--- config.mk ---
export PLATFORM = sky130hd
export DESIGN_NAME = csmc_top
export DESIGN_NICKNAME = d
export VERILOG_FILES = /design/src/csmc_pkg.sv /design/src/csmc_level_decode.sv /design/src/csmc_top.sv
export SDC_FILE = /design/constraint.sdc
export NUM_CORES = 1
export LEC_CHECK = 0
export BUFFER_PORTS_ARGS = -buffer_cell sky130_fd_sc_hd__buf_2
export CORE_ASPECT_RATIO = 1.1
export CORE_UTILIZATION = 30
export CTS_BUF_LIST = sky130_fd_sc_hd__clkbuf_4
export CTS_CLUSTER_DIAMETER = 150
export DETAILED_ROUTE_END_ITERATION = 10
export GPL_TIMING_DRIVEN = 0
export PLACE_DENSITY = 0.48
export SYNTH_ARGS = -nofsm -noshare
export SYNTH_HDL_FRONTEND = slang
export SYNTH_SLANG_ARGS = --single-unit
export TNS_END_PERCENT = 5
--- constraint.sdc ---
create_clock -name clk -period 16.3 [get_ports clk]
set_clock_uncertainty 0.15 [all_clocks]
set_input_delay 4.89 -clock clk [delete_from_list [all_inputs] [get_ports clk]]
set_output_delay 4.89 -clock clk [all_outputs]
set_load 0.03 [all_outputs]
--- src/csmc_pkg.sv ---
// Package: constants and types for the configuration source and mode control block
package csmc_pkg;

    // ==========================================================
    // Register offsets (byte offsets on the plain register port)
    localparam logic [7:0] REG_OVERRIDE = 8'h02;  // Override bits
    localparam logic [7:0] REG_ENABLE = 8'h06;    // Register enable
    localparam logic [7:0] REG_SIGDET = 8'h0A;    // Signal detect status
    localparam logic [7:0] REG_MODE = 8'h0B;      // Mode and address status
    localparam logic [7:0] REG_RX_DETECT_SELECT = 8'h0C;     // Receiver detect setting
    localparam logic [7:0] REG_SDTH = 8'h0D;      // Signal detect threshold
    localparam logic [7:0] REG_CH_BASE = 8'h10;   // First per-channel register

    // ==========================================================
    // Field positions
    localparam int REG_EN_BIT = 3;       // Register enable in REG_ENABLE
    localparam int OVR_RX_DETECT_SELECT_BIT = 0;    // Override of rx detect pin
    localparam int OVR_SDTH_BIT = 1;     // Override of threshold pin

    // ==========================================================
    // Reset values of per-channel, rx detect and threshold settings
    localparam logic [1:0] EQ_RESET = 2'h2;     // Equalizer default
    localparam logic [2:0] SWING_RESET = 3'h6;  // Output swing default
    localparam logic [1:0] RX_DETECT_SELECT_RESET = 2'h2;  // Auto detect default (F)
    localparam logic [1:0] SDTH_RESET = 2'h0;   // Threshold default (F)

    // ==========================================================
    // Slave address base; the step of 2 is applied where the address is built
    localparam logic [7:0] SLAVE_ADDR_BASE = 8'hB0;

    // ==========================================================
    // Four-level thresholds in thousandths of supply
    localparam int TH_0R_MILLI = 200;
    localparam int TH_RF_MILLI = 500;
    localparam int TH_F1_MILLI = 800;

    // ==========================================================
    // Timing
    localparam int CLK_HZ = 10_000_000;
    localparam int SCL_NOM_HZ = 400_000;
    localparam int SCL_MIN_HZ = 280_000;
    localparam int SCL_MAX_HZ = 520_000;
    // Half period of serial clock, in cycles (13 -> 384.6 kHz, inside range)
    localparam int SCL_HALF_CYC = (CLK_HZ + 2 * SCL_NOM_HZ - 1) / (2 * SCL_NOM_HZ);
    localparam int POR_READY_MS = 500;
    localparam int POR_READY_CYC = (CLK_HZ / 1000) * POR_READY_MS;

    // ==========================================================
    // Types
    typedef enum logic [1:0] {
        CSMC_LVL_0,
        CSMC_LVL_R,
        CSMC_LVL_F,
        CSMC_LVL_1
    } csmc_level_t;

    typedef enum logic [1:0] {
        CSMC_MODE_PIN,
        CSMC_MODE_SLAVE,
        CSMC_MODE_MASTER
    } csmc_mode_t;

    // One channel's applied settings
    typedef struct packed {
        logic [1:0] eq;
        logic [2:0] swing;
        logic term_off;
    } csmc_chan_t;

endpackage

--- src/csmc_level_decode.sv ---
// Four-level pin decoder: compares a sampled pin voltage to supply fractions
`timescale 1ns/1ps

module csmc_level_decode #(
    parameter int WIDTH = 10
) (
    // Pin voltage as a fraction of supply, full scale = all ones
    input wire logic [WIDTH-1:0] pin_code,
    // Decoded level
    output csmc_pkg::csmc_level_t level
);

    // ==========================================================
    // Thresholds scaled to code range
    localparam logic [WIDTH+9:0] FULL = (WIDTH+10)'((1 << WIDTH) - 1);
    localparam logic [WIDTH+9:0] T0 = (WIDTH+10)'(csmc_pkg::TH_0R_MILLI);
    localparam logic [WIDTH+9:0] T1 = (WIDTH+10)'(csmc_pkg::TH_RF_MILLI);
    localparam logic [WIDTH+9:0] T2 = (WIDTH+10)'(csmc_pkg::TH_F1_MILLI);
    localparam logic [WIDTH+9:0] MILLE = (WIDTH+10)'(1000);

    logic [WIDTH+9:0] scaled; // Pin code times 1000

    // Compare against 0.2, 0.5 and 0.8 of full scale
    always_comb begin
        scaled = (WIDTH+10)'(pin_code) * MILLE;
        if (scaled < T0 * FULL) begin
            level = csmc_pkg::CSMC_LVL_0;
        end else if (scaled < T1 * FULL) begin
            level = csmc_pkg::CSMC_LVL_R;
        end else if (scaled < T2 * FULL) begin
            level = csmc_pkg::CSMC_LVL_F;
        end else begin
            level = csmc_pkg::CSMC_LVL_1;
        end
    end

endmodule

--- src/csmc_top.sv ---
// Configuration source and mode control: picks pin, register or loaded settings
`timescale 1ns/1ps

module csmc_top #(
    parameter int CHANNELS = 8,
    parameter int PIN_W = 10,
    parameter int POR_CYC = csmc_pkg::POR_READY_CYC
) (
    input wire logic clk,
    input wire logic reset_n,
    // Mode pin: high-side and open detection from the pad
    input wire logic [PIN_W-1:0] config_source_select,
    // Four-level control pins, equalizer A/B, swing A1/A0/B1/B0
    input wire logic [PIN_W-1:0] equalizer_level_pin_a,
    input wire logic [PIN_W-1:0] equalizer_level_pin_b,
    input wire logic [PIN_W-1:0] output_swing_pin_a1,
    input wire logic [PIN_W-1:0] output_swing_pin_a0,
    input wire logic [PIN_W-1:0] output_swing_pin_b1,
    input wire logic [PIN_W-1:0] output_swing_pin_b0,
    input wire logic [PIN_W-1:0] rx_detect_select,
    input wire logic [PIN_W-1:0] signal_detect_threshold,
    input wire logic power_down_pin,
    // Per-channel signal detect status from the analog front end
    input wire logic [CHANNELS-1:0] sig_assert,
    input wire logic [CHANNELS-1:0] sig_deassert,
    // EEPROM load finished (from the serial master engine)
    input wire logic load_done,
    // Register port
    input wire logic [7:0] reg_addr,
    input wire logic [7:0] reg_wdata,
    input wire logic reg_write,
    input wire logic reg_read,
    output logic [7:0] reg_rdata,
    // Applied settings
    output csmc_pkg::csmc_chan_t [CHANNELS-1:0] chan_cfg,
    output logic [1:0] rx_detect_mode,
    output logic [1:0] sd_threshold,
    output logic channels_off,
    output csmc_pkg::csmc_mode_t mode,
    output logic [7:0] slave_address,
    output logic bus_master_active,
    output logic scl_enable,
    output logic ready
);

    // ==========================================================
    // Pin decoding
    csmc_pkg::csmc_level_t lvl [8]; // Decoded levels of the mode, setting and rx detect pins (threshold pin decoded apart)
    logic [PIN_W-1:0] pins [8];     // Raw pin codes

    always_comb begin
        pins[0] = config_source_select;
        pins[1] = equalizer_level_pin_a;
        pins[2] = equalizer_level_pin_b;
        pins[3] = output_swing_pin_a1;
        pins[4] = output_swing_pin_a0;
        pins[5] = output_swing_pin_b1;
        pins[6] = output_swing_pin_b0;
        pins[7] = rx_detect_select;
    end

    // One decoder per pin
    for (genvar g = 0; g < 8; g++) begin : g_dec
        csmc_level_decode #(.WIDTH(PIN_W)) u_dec (
            .pin_code(pins[g]),
            .level(lvl[g])
        );
    end

    csmc_pkg::csmc_level_t lvl_sdth; // Threshold pin level
    csmc_level_decode #(.WIDTH(PIN_W)) u_dec_sdth (
        .pin_code(signal_detect_threshold),
        .level(lvl_sdth)
    );

    // Maps a two-pin swing code to a swing setting (levels 1..6)
    function automatic logic [2:0] swing_of(csmc_pkg::csmc_level_t hi,
                                            csmc_pkg::csmc_level_t lo);
        logic [3:0] key;
        key = {hi, lo};
        unique case (key)
            4'h0: swing_of = 3'h1;
            4'h1: swing_of = 3'h2;
            4'h3: swing_of = 3'h3;
            4'h6: swing_of = 3'h4;
            4'h9: swing_of = 3'h5;
            4'hC: swing_of = 3'h6;
            default: swing_of = csmc_pkg::SWING_RESET;
        endcase
    endfunction

    // Maps threshold pin level to register encoding
    function automatic logic [1:0] sdth_of(csmc_pkg::csmc_level_t l);
        unique case (l)
            csmc_pkg::CSMC_LVL_0: sdth_of = 2'h2;
            csmc_pkg::CSMC_LVL_R: sdth_of = 2'h1;
            csmc_pkg::CSMC_LVL_F: sdth_of = 2'h0;
            csmc_pkg::CSMC_LVL_1: sdth_of = 2'h3;
        endcase
    endfunction

    // ==========================================================
    // Mode selection, combinational so the switch is immediate
    logic load_fin; // Sticky: EEPROM load completed

    always_comb begin
        unique case (lvl[0])
            csmc_pkg::CSMC_LVL_0: mode = csmc_pkg::CSMC_MODE_PIN;
            csmc_pkg::CSMC_LVL_1: mode = csmc_pkg::CSMC_MODE_SLAVE;
            default: mode = load_fin ? csmc_pkg::CSMC_MODE_SLAVE
                                     : csmc_pkg::CSMC_MODE_MASTER;
        endcase
    end

    // Load completion latched; leaving open mode rearms it
    always_ff @(posedge clk or negedge reset_n) begin
        if (!reset_n) begin
            load_fin <= 1'b0;
        end else if (lvl[0] != csmc_pkg::CSMC_LVL_F) begin
            load_fin <= 1'b0;
        end else if (load_done) begin
            load_fin <= 1'b1;
        end
    end

    // Master drives the bus once ready, until a load completes with the mode pin at F (at R it never stops)
    assign bus_master_active = (mode == csmc_pkg::CSMC_MODE_MASTER) && ready;

    // ==========================================================
    // Slave address from the reused setting pins
    logic [3:0] addr_code; // Address input code
    always_comb begin
        addr_code = {lvl[1] != csmc_pkg::CSMC_LVL_0, lvl[2] != csmc_pkg::CSMC_LVL_0,
                     lvl[3] != csmc_pkg::CSMC_LVL_0, lvl[4] != csmc_pkg::CSMC_LVL_0};
        slave_address = csmc_pkg::SLAVE_ADDR_BASE + {3'h0, addr_code, 1'b0};
    end

    // ==========================================================
    // Serial clock divider: half-period enable pulse
    logic [4:0] scl_cnt; // Half period counter
    always_ff @(posedge clk or negedge reset_n) begin
        if (!reset_n) begin
            scl_cnt <= 5'h0;
        end else if (!bus_master_active || scl_cnt == 5'(csmc_pkg::SCL_HALF_CYC - 1)) begin
            scl_cnt <= 5'h0;
        end else begin
            scl_cnt <= scl_cnt + 5'h1;
        end
    end
    assign scl_enable = bus_master_active && scl_cnt == 5'(csmc_pkg::SCL_HALF_CYC - 1);

    // ==========================================================
    // Power-on ready counter
    logic [31:0] por_cnt; // Cycles since reset release
    always_ff @(posedge clk or negedge reset_n) begin
        if (!reset_n) begin
            por_cnt <= 32'h0;
            ready <= 1'b0;
        end else if (!ready) begin
            por_cnt <= por_cnt + 32'h1;
            ready <= por_cnt >= 32'(POR_CYC - 1);
        end
    end

    // ==========================================================
    // Registers
    logic reg_en;                        // Register enable
    logic [1:0] ovr;                     // Override bits
    logic [1:0] rx_detect_select_reg;               // Rx detect register value
    logic [1:0] sdth_reg;                // Threshold register value
    csmc_pkg::csmc_chan_t ch_reg [CHANNELS]; // Per-channel settings
    logic wr_ok;                         // Register writes accepted
    // Register writes take effect only in slave mode and once ready; reads answer in any mode
    assign wr_ok = reg_write && ready && mode == csmc_pkg::CSMC_MODE_SLAVE;

    // Enable and override bits; pin mode clears overrides
    always_ff @(posedge clk or negedge reset_n) begin
        if (!reset_n) begin
            reg_en <= 1'b0;
            ovr <= 2'h0;
        end else if (mode == csmc_pkg::CSMC_MODE_PIN) begin
            ovr <= 2'h0;
        end else if (wr_ok && reg_addr == csmc_pkg::REG_ENABLE) begin
            reg_en <= reg_wdata[csmc_pkg::REG_EN_BIT];
        end else if (wr_ok && reg_addr == csmc_pkg::REG_OVERRIDE && reg_en) begin
            ovr <= {reg_wdata[csmc_pkg::OVR_SDTH_BIT], reg_wdata[csmc_pkg::OVR_RX_DETECT_SELECT_BIT]};
        end
    end

    // Setting registers change only after enable; power down ignored
    always_ff @(posedge clk or negedge reset_n) begin
        if (!reset_n) begin
            rx_detect_select_reg <= csmc_pkg::RX_DETECT_SELECT_RESET;
            sdth_reg <= csmc_pkg::SDTH_RESET;
            for (int i = 0; i < CHANNELS; i++) begin
                ch_reg[i] <= '{csmc_pkg::EQ_RESET, csmc_pkg::SWING_RESET, 1'b0};
            end
        end else if (wr_ok && reg_en) begin
            if (reg_addr == csmc_pkg::REG_RX_DETECT_SELECT) begin
                rx_detect_select_reg <= reg_wdata[1:0];
            end
            if (reg_addr == csmc_pkg::REG_SDTH) begin
                sdth_reg <= reg_wdata[1:0];
            end
            // One register per channel
            for (int i = 0; i < CHANNELS; i++) begin
                if (reg_addr == csmc_pkg::REG_CH_BASE + 8'(i)) begin
                    ch_reg[i] <= '{reg_wdata[1:0], reg_wdata[4:2], reg_wdata[5]};
                end
            end
        end
    end

    // ==========================================================
    // Applied settings
    always_comb begin
        for (int i = 0; i < CHANNELS; i++) begin
            if (mode == csmc_pkg::CSMC_MODE_PIN) begin
                // Group A is the lower half
                if (i < CHANNELS / 2) begin
                    chan_cfg[i] = '{lvl[1], swing_of(lvl[3], lvl[4]), 1'b0};
                end else begin
                    chan_cfg[i] = '{lvl[2], swing_of(lvl[5], lvl[6]), 1'b0};
                end
            end else begin
                chan_cfg[i] = ch_reg[i];
            end
        end
        // Pin rules unless overridden
        // Pin mode follows the pins at once, before the override clear lands
        rx_detect_mode = (ovr[0] && mode != csmc_pkg::CSMC_MODE_PIN) ? rx_detect_select_reg : lvl[7];
        sd_threshold = (ovr[1] && mode != csmc_pkg::CSMC_MODE_PIN) ? sdth_reg
                                                                    : sdth_of(lvl_sdth);
    end

    assign channels_off = power_down_pin;

    // ==========================================================
    // Read data, valid in the cycle after the read strobe
    always_ff @(posedge clk or negedge reset_n) begin
        if (!reset_n) begin
            reg_rdata <= 8'h0;
        end else if (reg_read) begin
            reg_rdata <= 8'h0;
            if (reg_addr == csmc_pkg::REG_ENABLE) begin
                reg_rdata[csmc_pkg::REG_EN_BIT] <= reg_en;
            end else if (reg_addr == csmc_pkg::REG_OVERRIDE) begin
                reg_rdata[1:0] <= ovr;
            end else if (reg_addr == csmc_pkg::REG_SIGDET) begin
                reg_rdata <= {sig_deassert[3:0], sig_assert[3:0]};
            end else if (reg_addr == csmc_pkg::REG_MODE) begin
                reg_rdata <= {2'h0, addr_code, mode};
            end else if (reg_addr == csmc_pkg::REG_RX_DETECT_SELECT) begin
                reg_rdata[1:0] <= rx_detect_mode;
            end else if (reg_addr == csmc_pkg::REG_SDTH) begin
                reg_rdata[1:0] <= sd_threshold;
            end else begin
                for (int i = 0; i < CHANNELS; i++) begin
                    if (reg_addr == csmc_pkg::REG_CH_BASE + 8'(i)) begin
                        reg_rdata <= {2'h0, ch_reg[i].term_off, ch_reg[i].swing, ch_reg[i].eq};
                    end
                end
            end
        end
    end
endmodule

==> impl_summary.log <==
INFO  metric crit_path_max_incr_delay = about 530 ps
INFO  metric num_io_pins = between 200 and 250
INFO  metric post_synth_num_cell_types = 98
INFO  metric start_util = 30.3%
INFO  metric drt_drc_violations_left = 0
INFO  metric final_critical_period = 15950 ps
INFO  metric cp_common_cell = fa_1
INFO  metric sink_count_of_the_clock_tree = approximately 100
INFO  metric critical-path-top-delay-family = adder cells
INFO  metric largest_register_ffs = 48
INFO  metric worst-path-max-fanout = 7
INFO  metric dominant_combinational_cell_family_by_area_after_synthesis = adder cells
INFO  metric cts_tree = built
INFO  metric grt_first_pass_wirelength = 94500 um
INFO  metric gr-usage-all-layers = 15.7%
INFO  metric holdBufCountCts = 0
INFO  metric nets = 3323
INFO  metric worstPathArrival = 10910 ps
INFO  metric syn-num-nets = 3120
INFO  metric drive_above_1_share = between 10% and 20%
INFO  metric ff_latch_area = ~2600 um^2
INFO  metric ys_async_sr_fraction = 100%
INFO  metric cts_buffer_depth = 2
INFO  metric grt_max_degree = 70
INFO  metric first_global_vias = 18400
INFO  metric result_of_the_run = finished, final reports clean
INFO  metric num-fill-cells = 7636
INFO  metric critical_path_required = 11260 ps
INFO  metric die_area = 75200 um^2
INFO  metric routability_congestion = 0.830
INFO  metric synth_xor_area_share = slightly above 5%
INFO  metric detailedRoute.firstPassIterationCount = 5
INFO  metric critical_path.endpoint_type = output pin
INFO  metric number_of_flops_mapped_to_enable_cells_by_yosys = 0
INFO  metric synth_fa_ha_area_share = 44.9%
INFO  metric port-buffer-count = 186
INFO  metric synth_compound_area_share = 15.4%
INFO  metric die_w = 262 um
INFO  metric clk_latency = roughly 470 ps
INFO  metric mux_cell_area_share_after_synthesis = 3.76%
INFO  metric timing.max_slew.rel_slack = 21.4%
INFO  metric critical-path-slowest-cell = fa_1
INFO  metric dr_total_vias = between 15000 and 20000
INFO  metric number_of_antenna_violations_at_the_first_check_in_global_routing = 14
INFO  metric grt-ovfl-total = 0
INFO  metric finalMaxSlewViolations = 0
INFO  metric number_of_flip_flops_and_latches_in_the_synthesized_netlist = roughly 100
INFO  metric final_antenna_net_count = 0
INFO  metric cts_buffers = 9
INFO  metric clkTransAtPathRegs = ~150 ps
INFO  metric detail_route.iter0.violations = 682
INFO  metric hold_viol_final = 0
INFO  metric proportion_of_synthesized_chip_area_in_sequential_cells = 11.6%
INFO  metric area.growth.synth_to_final = 11.5%
INFO  metric syn_area = about 22000 um^2
INFO  metric wirelength_per_cell = 16.3 um
INFO  metric synth_cells = 2356
INFO  metric place.detailed.hpwl = 49900 um
INFO  metric synth_simple_gate_area_share = 12.3%
INFO  metric worstSetupStartpointType = input pin
INFO  metric placement_row_count = 104
INFO  metric number_of_h_tree_levels = 3
INFO  metric wirelength = 57300 um
INFO  metric synth.avg_cell_area = 9.43 um^2
INFO  metric cts-root-buf = clkbuf_4
INFO  metric finalSetupViolations = 0
INFO  metric maxCapViolCount = 0
INFO  metric layout_worst_path_cycle_share = 97.9%
INFO  metric multi_input_area = 18300 um^2
INFO  metric cp_bufs_invs = 6
INFO  metric post-route-util = between 30% and 40%
INFO  metric die_h = 287 um
INFO  metric maximum_clock_rate = approximately 63 MHz
INFO  metric path_class = in2out
INFO  metric hold_path.class = reg2reg
INFO  metric detail_route.vias_per_cell = 4.94
INFO  metric design.core.area = 73300 um^2
INFO  metric total_of_warnings_raised_by_yosys = 0
INFO  metric synth_flop_cell = dfrtp_1
INFO  metric tightest_pin_transition = 1170 ps
[worst paths after layout]
kind | depth (start not counted) | from | slack (ps) | end
max | 27 | config_source_select[2] | 350 | chan_cfg[4]
min | 1 | por_cnt[5] | 330 | por_cnt[5]
max reg2reg | 5 | ready | 13490 | ch_reg[12]
min reg2reg | 1 | por_cnt[5] | 330 | por_cnt[5]
max in group asynchronous | 2 | reset_n | 11040 | ch_reg[45]
min in group asynchronous | 1 | reset_n | 4220 | ch_reg[46]
[cells in the final DEF (no fill, tap or decap), types with 12 or more instances in the layout]
cell / synthesis / routed
nand2b_1: 22 / 22
nand4_1: 16 / 16
xnor2_1: 73 / 73
nor3_1: 51 / 47
mux2_2: 54 / 54
o211ai_1: 17 / 17
a211oi_1: 23 / 23
xor2_1: 56 / 56
clkbuf_4: 0 / 14
clkbuf_1: 34 / 27
and2_1: 21 / 20
or3_1: 19 / 19
a21oi_1: 82 / 76
nand3_1: 48 / 48
nand2_1: 109 / 109
ha_1: 367 / 363
o21ai_0: 70 / 67
nor2_1: 131 / 129
fa_1: 269 / 269
and3_1: 17 / 17
dfstp_2: 25 / 25
nor2b_1: 24 / 24
a31oi_1: 17 / 17
o21a_1: 36 / 36
buf_2: 0 / 176
inv_1: 367 / 363
nor4_1: 18 / 17
buf_4: 4 / 16
dfrtp_1: 77 / 77
a21o_1: 53 / 53
a22oi_1: 13 / 12
[Yosys cell counts, types with 18 or more instances]
cell type,instances,area [um^2]
nor3_1,51,255
a21o_1,53,398
or3_1,19,119
dfstp_2,25,657
o21ai_0,70,350
o21a_1,36,270
nor2b_1,24,150
ha_1,367,4590
a21oi_1,82,410
fa_1,269,5390
nand2_1,109,409
nand3_1,48,240
nor2_1,131,492
nor4_1,18,113
clkbuf_1,34,128
mux2_2,54,608
xor2_1,56,490
nand2b_1,22,138
xnor2_1,73,639
and2_1,21,131
dfrtp_1,77,1930
a211oi_1,23,173
inv_1,367,1380
[what timing repair did]
item	in CTS	in global routing
gates resized for setup	21	46
endpoints found under the setup margin	55	50
buffers inserted	4	3
pin swaps	3	23
[kinds of logic after synthesis]
family | count (synthesis)
AO/OA/AOI/OAI | 478
XOR/XNOR | 129
adder cells (fa/ha/maj) | 636
buffers and inverters | 407
flip-flops | 102
multiplexers | 70
other | 2
AND/OR/NAND/NOR | 532
[metal layers]
| layer | vias to the layer above | share of wire [%] | track usage, % |
|---|---|---|---|
| li1 | 8577 | - | - |
| met1 | 8500 | 45 | 20.2 |
| met2 | 249 | 49 | 27.4 |
| met3 | 51 | 4.5 | 2.65 |
| met4 | 10 | 1.3 | 2.85 |
| met5 | - | 0.10 | 0 |
[cell type report]
class	count	share of cell area, %
repair buffers	194	4.26
inverters	367	5.59
multi-input cells	1847	73.7
well taps	954	4.82
clock buffers	10	0.303
plain buffers	38	0.681
clock inverters	6	0.217
flip-flops and latches	102	10.4
diodes	3	0.0303
[metrics by stage]
stage	area [um^2]	hold WS (ps)	std cells	setup TNS, ps	worst slack [ps]
floorplan	22200	284	2356	0	278
global placement	24400	302	3496	-40540	-1280
detailed placement	24400	301	3497	-46920	-1390
CTS	24600	329	3515	0	4.15
global route	24800	369	3521	-40.7	-17.7
finish	24800	334	3521	0	346
Power is left out: the tool's default activity adds up to more than one toggle a clock period on the data nets, which glitch-free logic cannot reach.
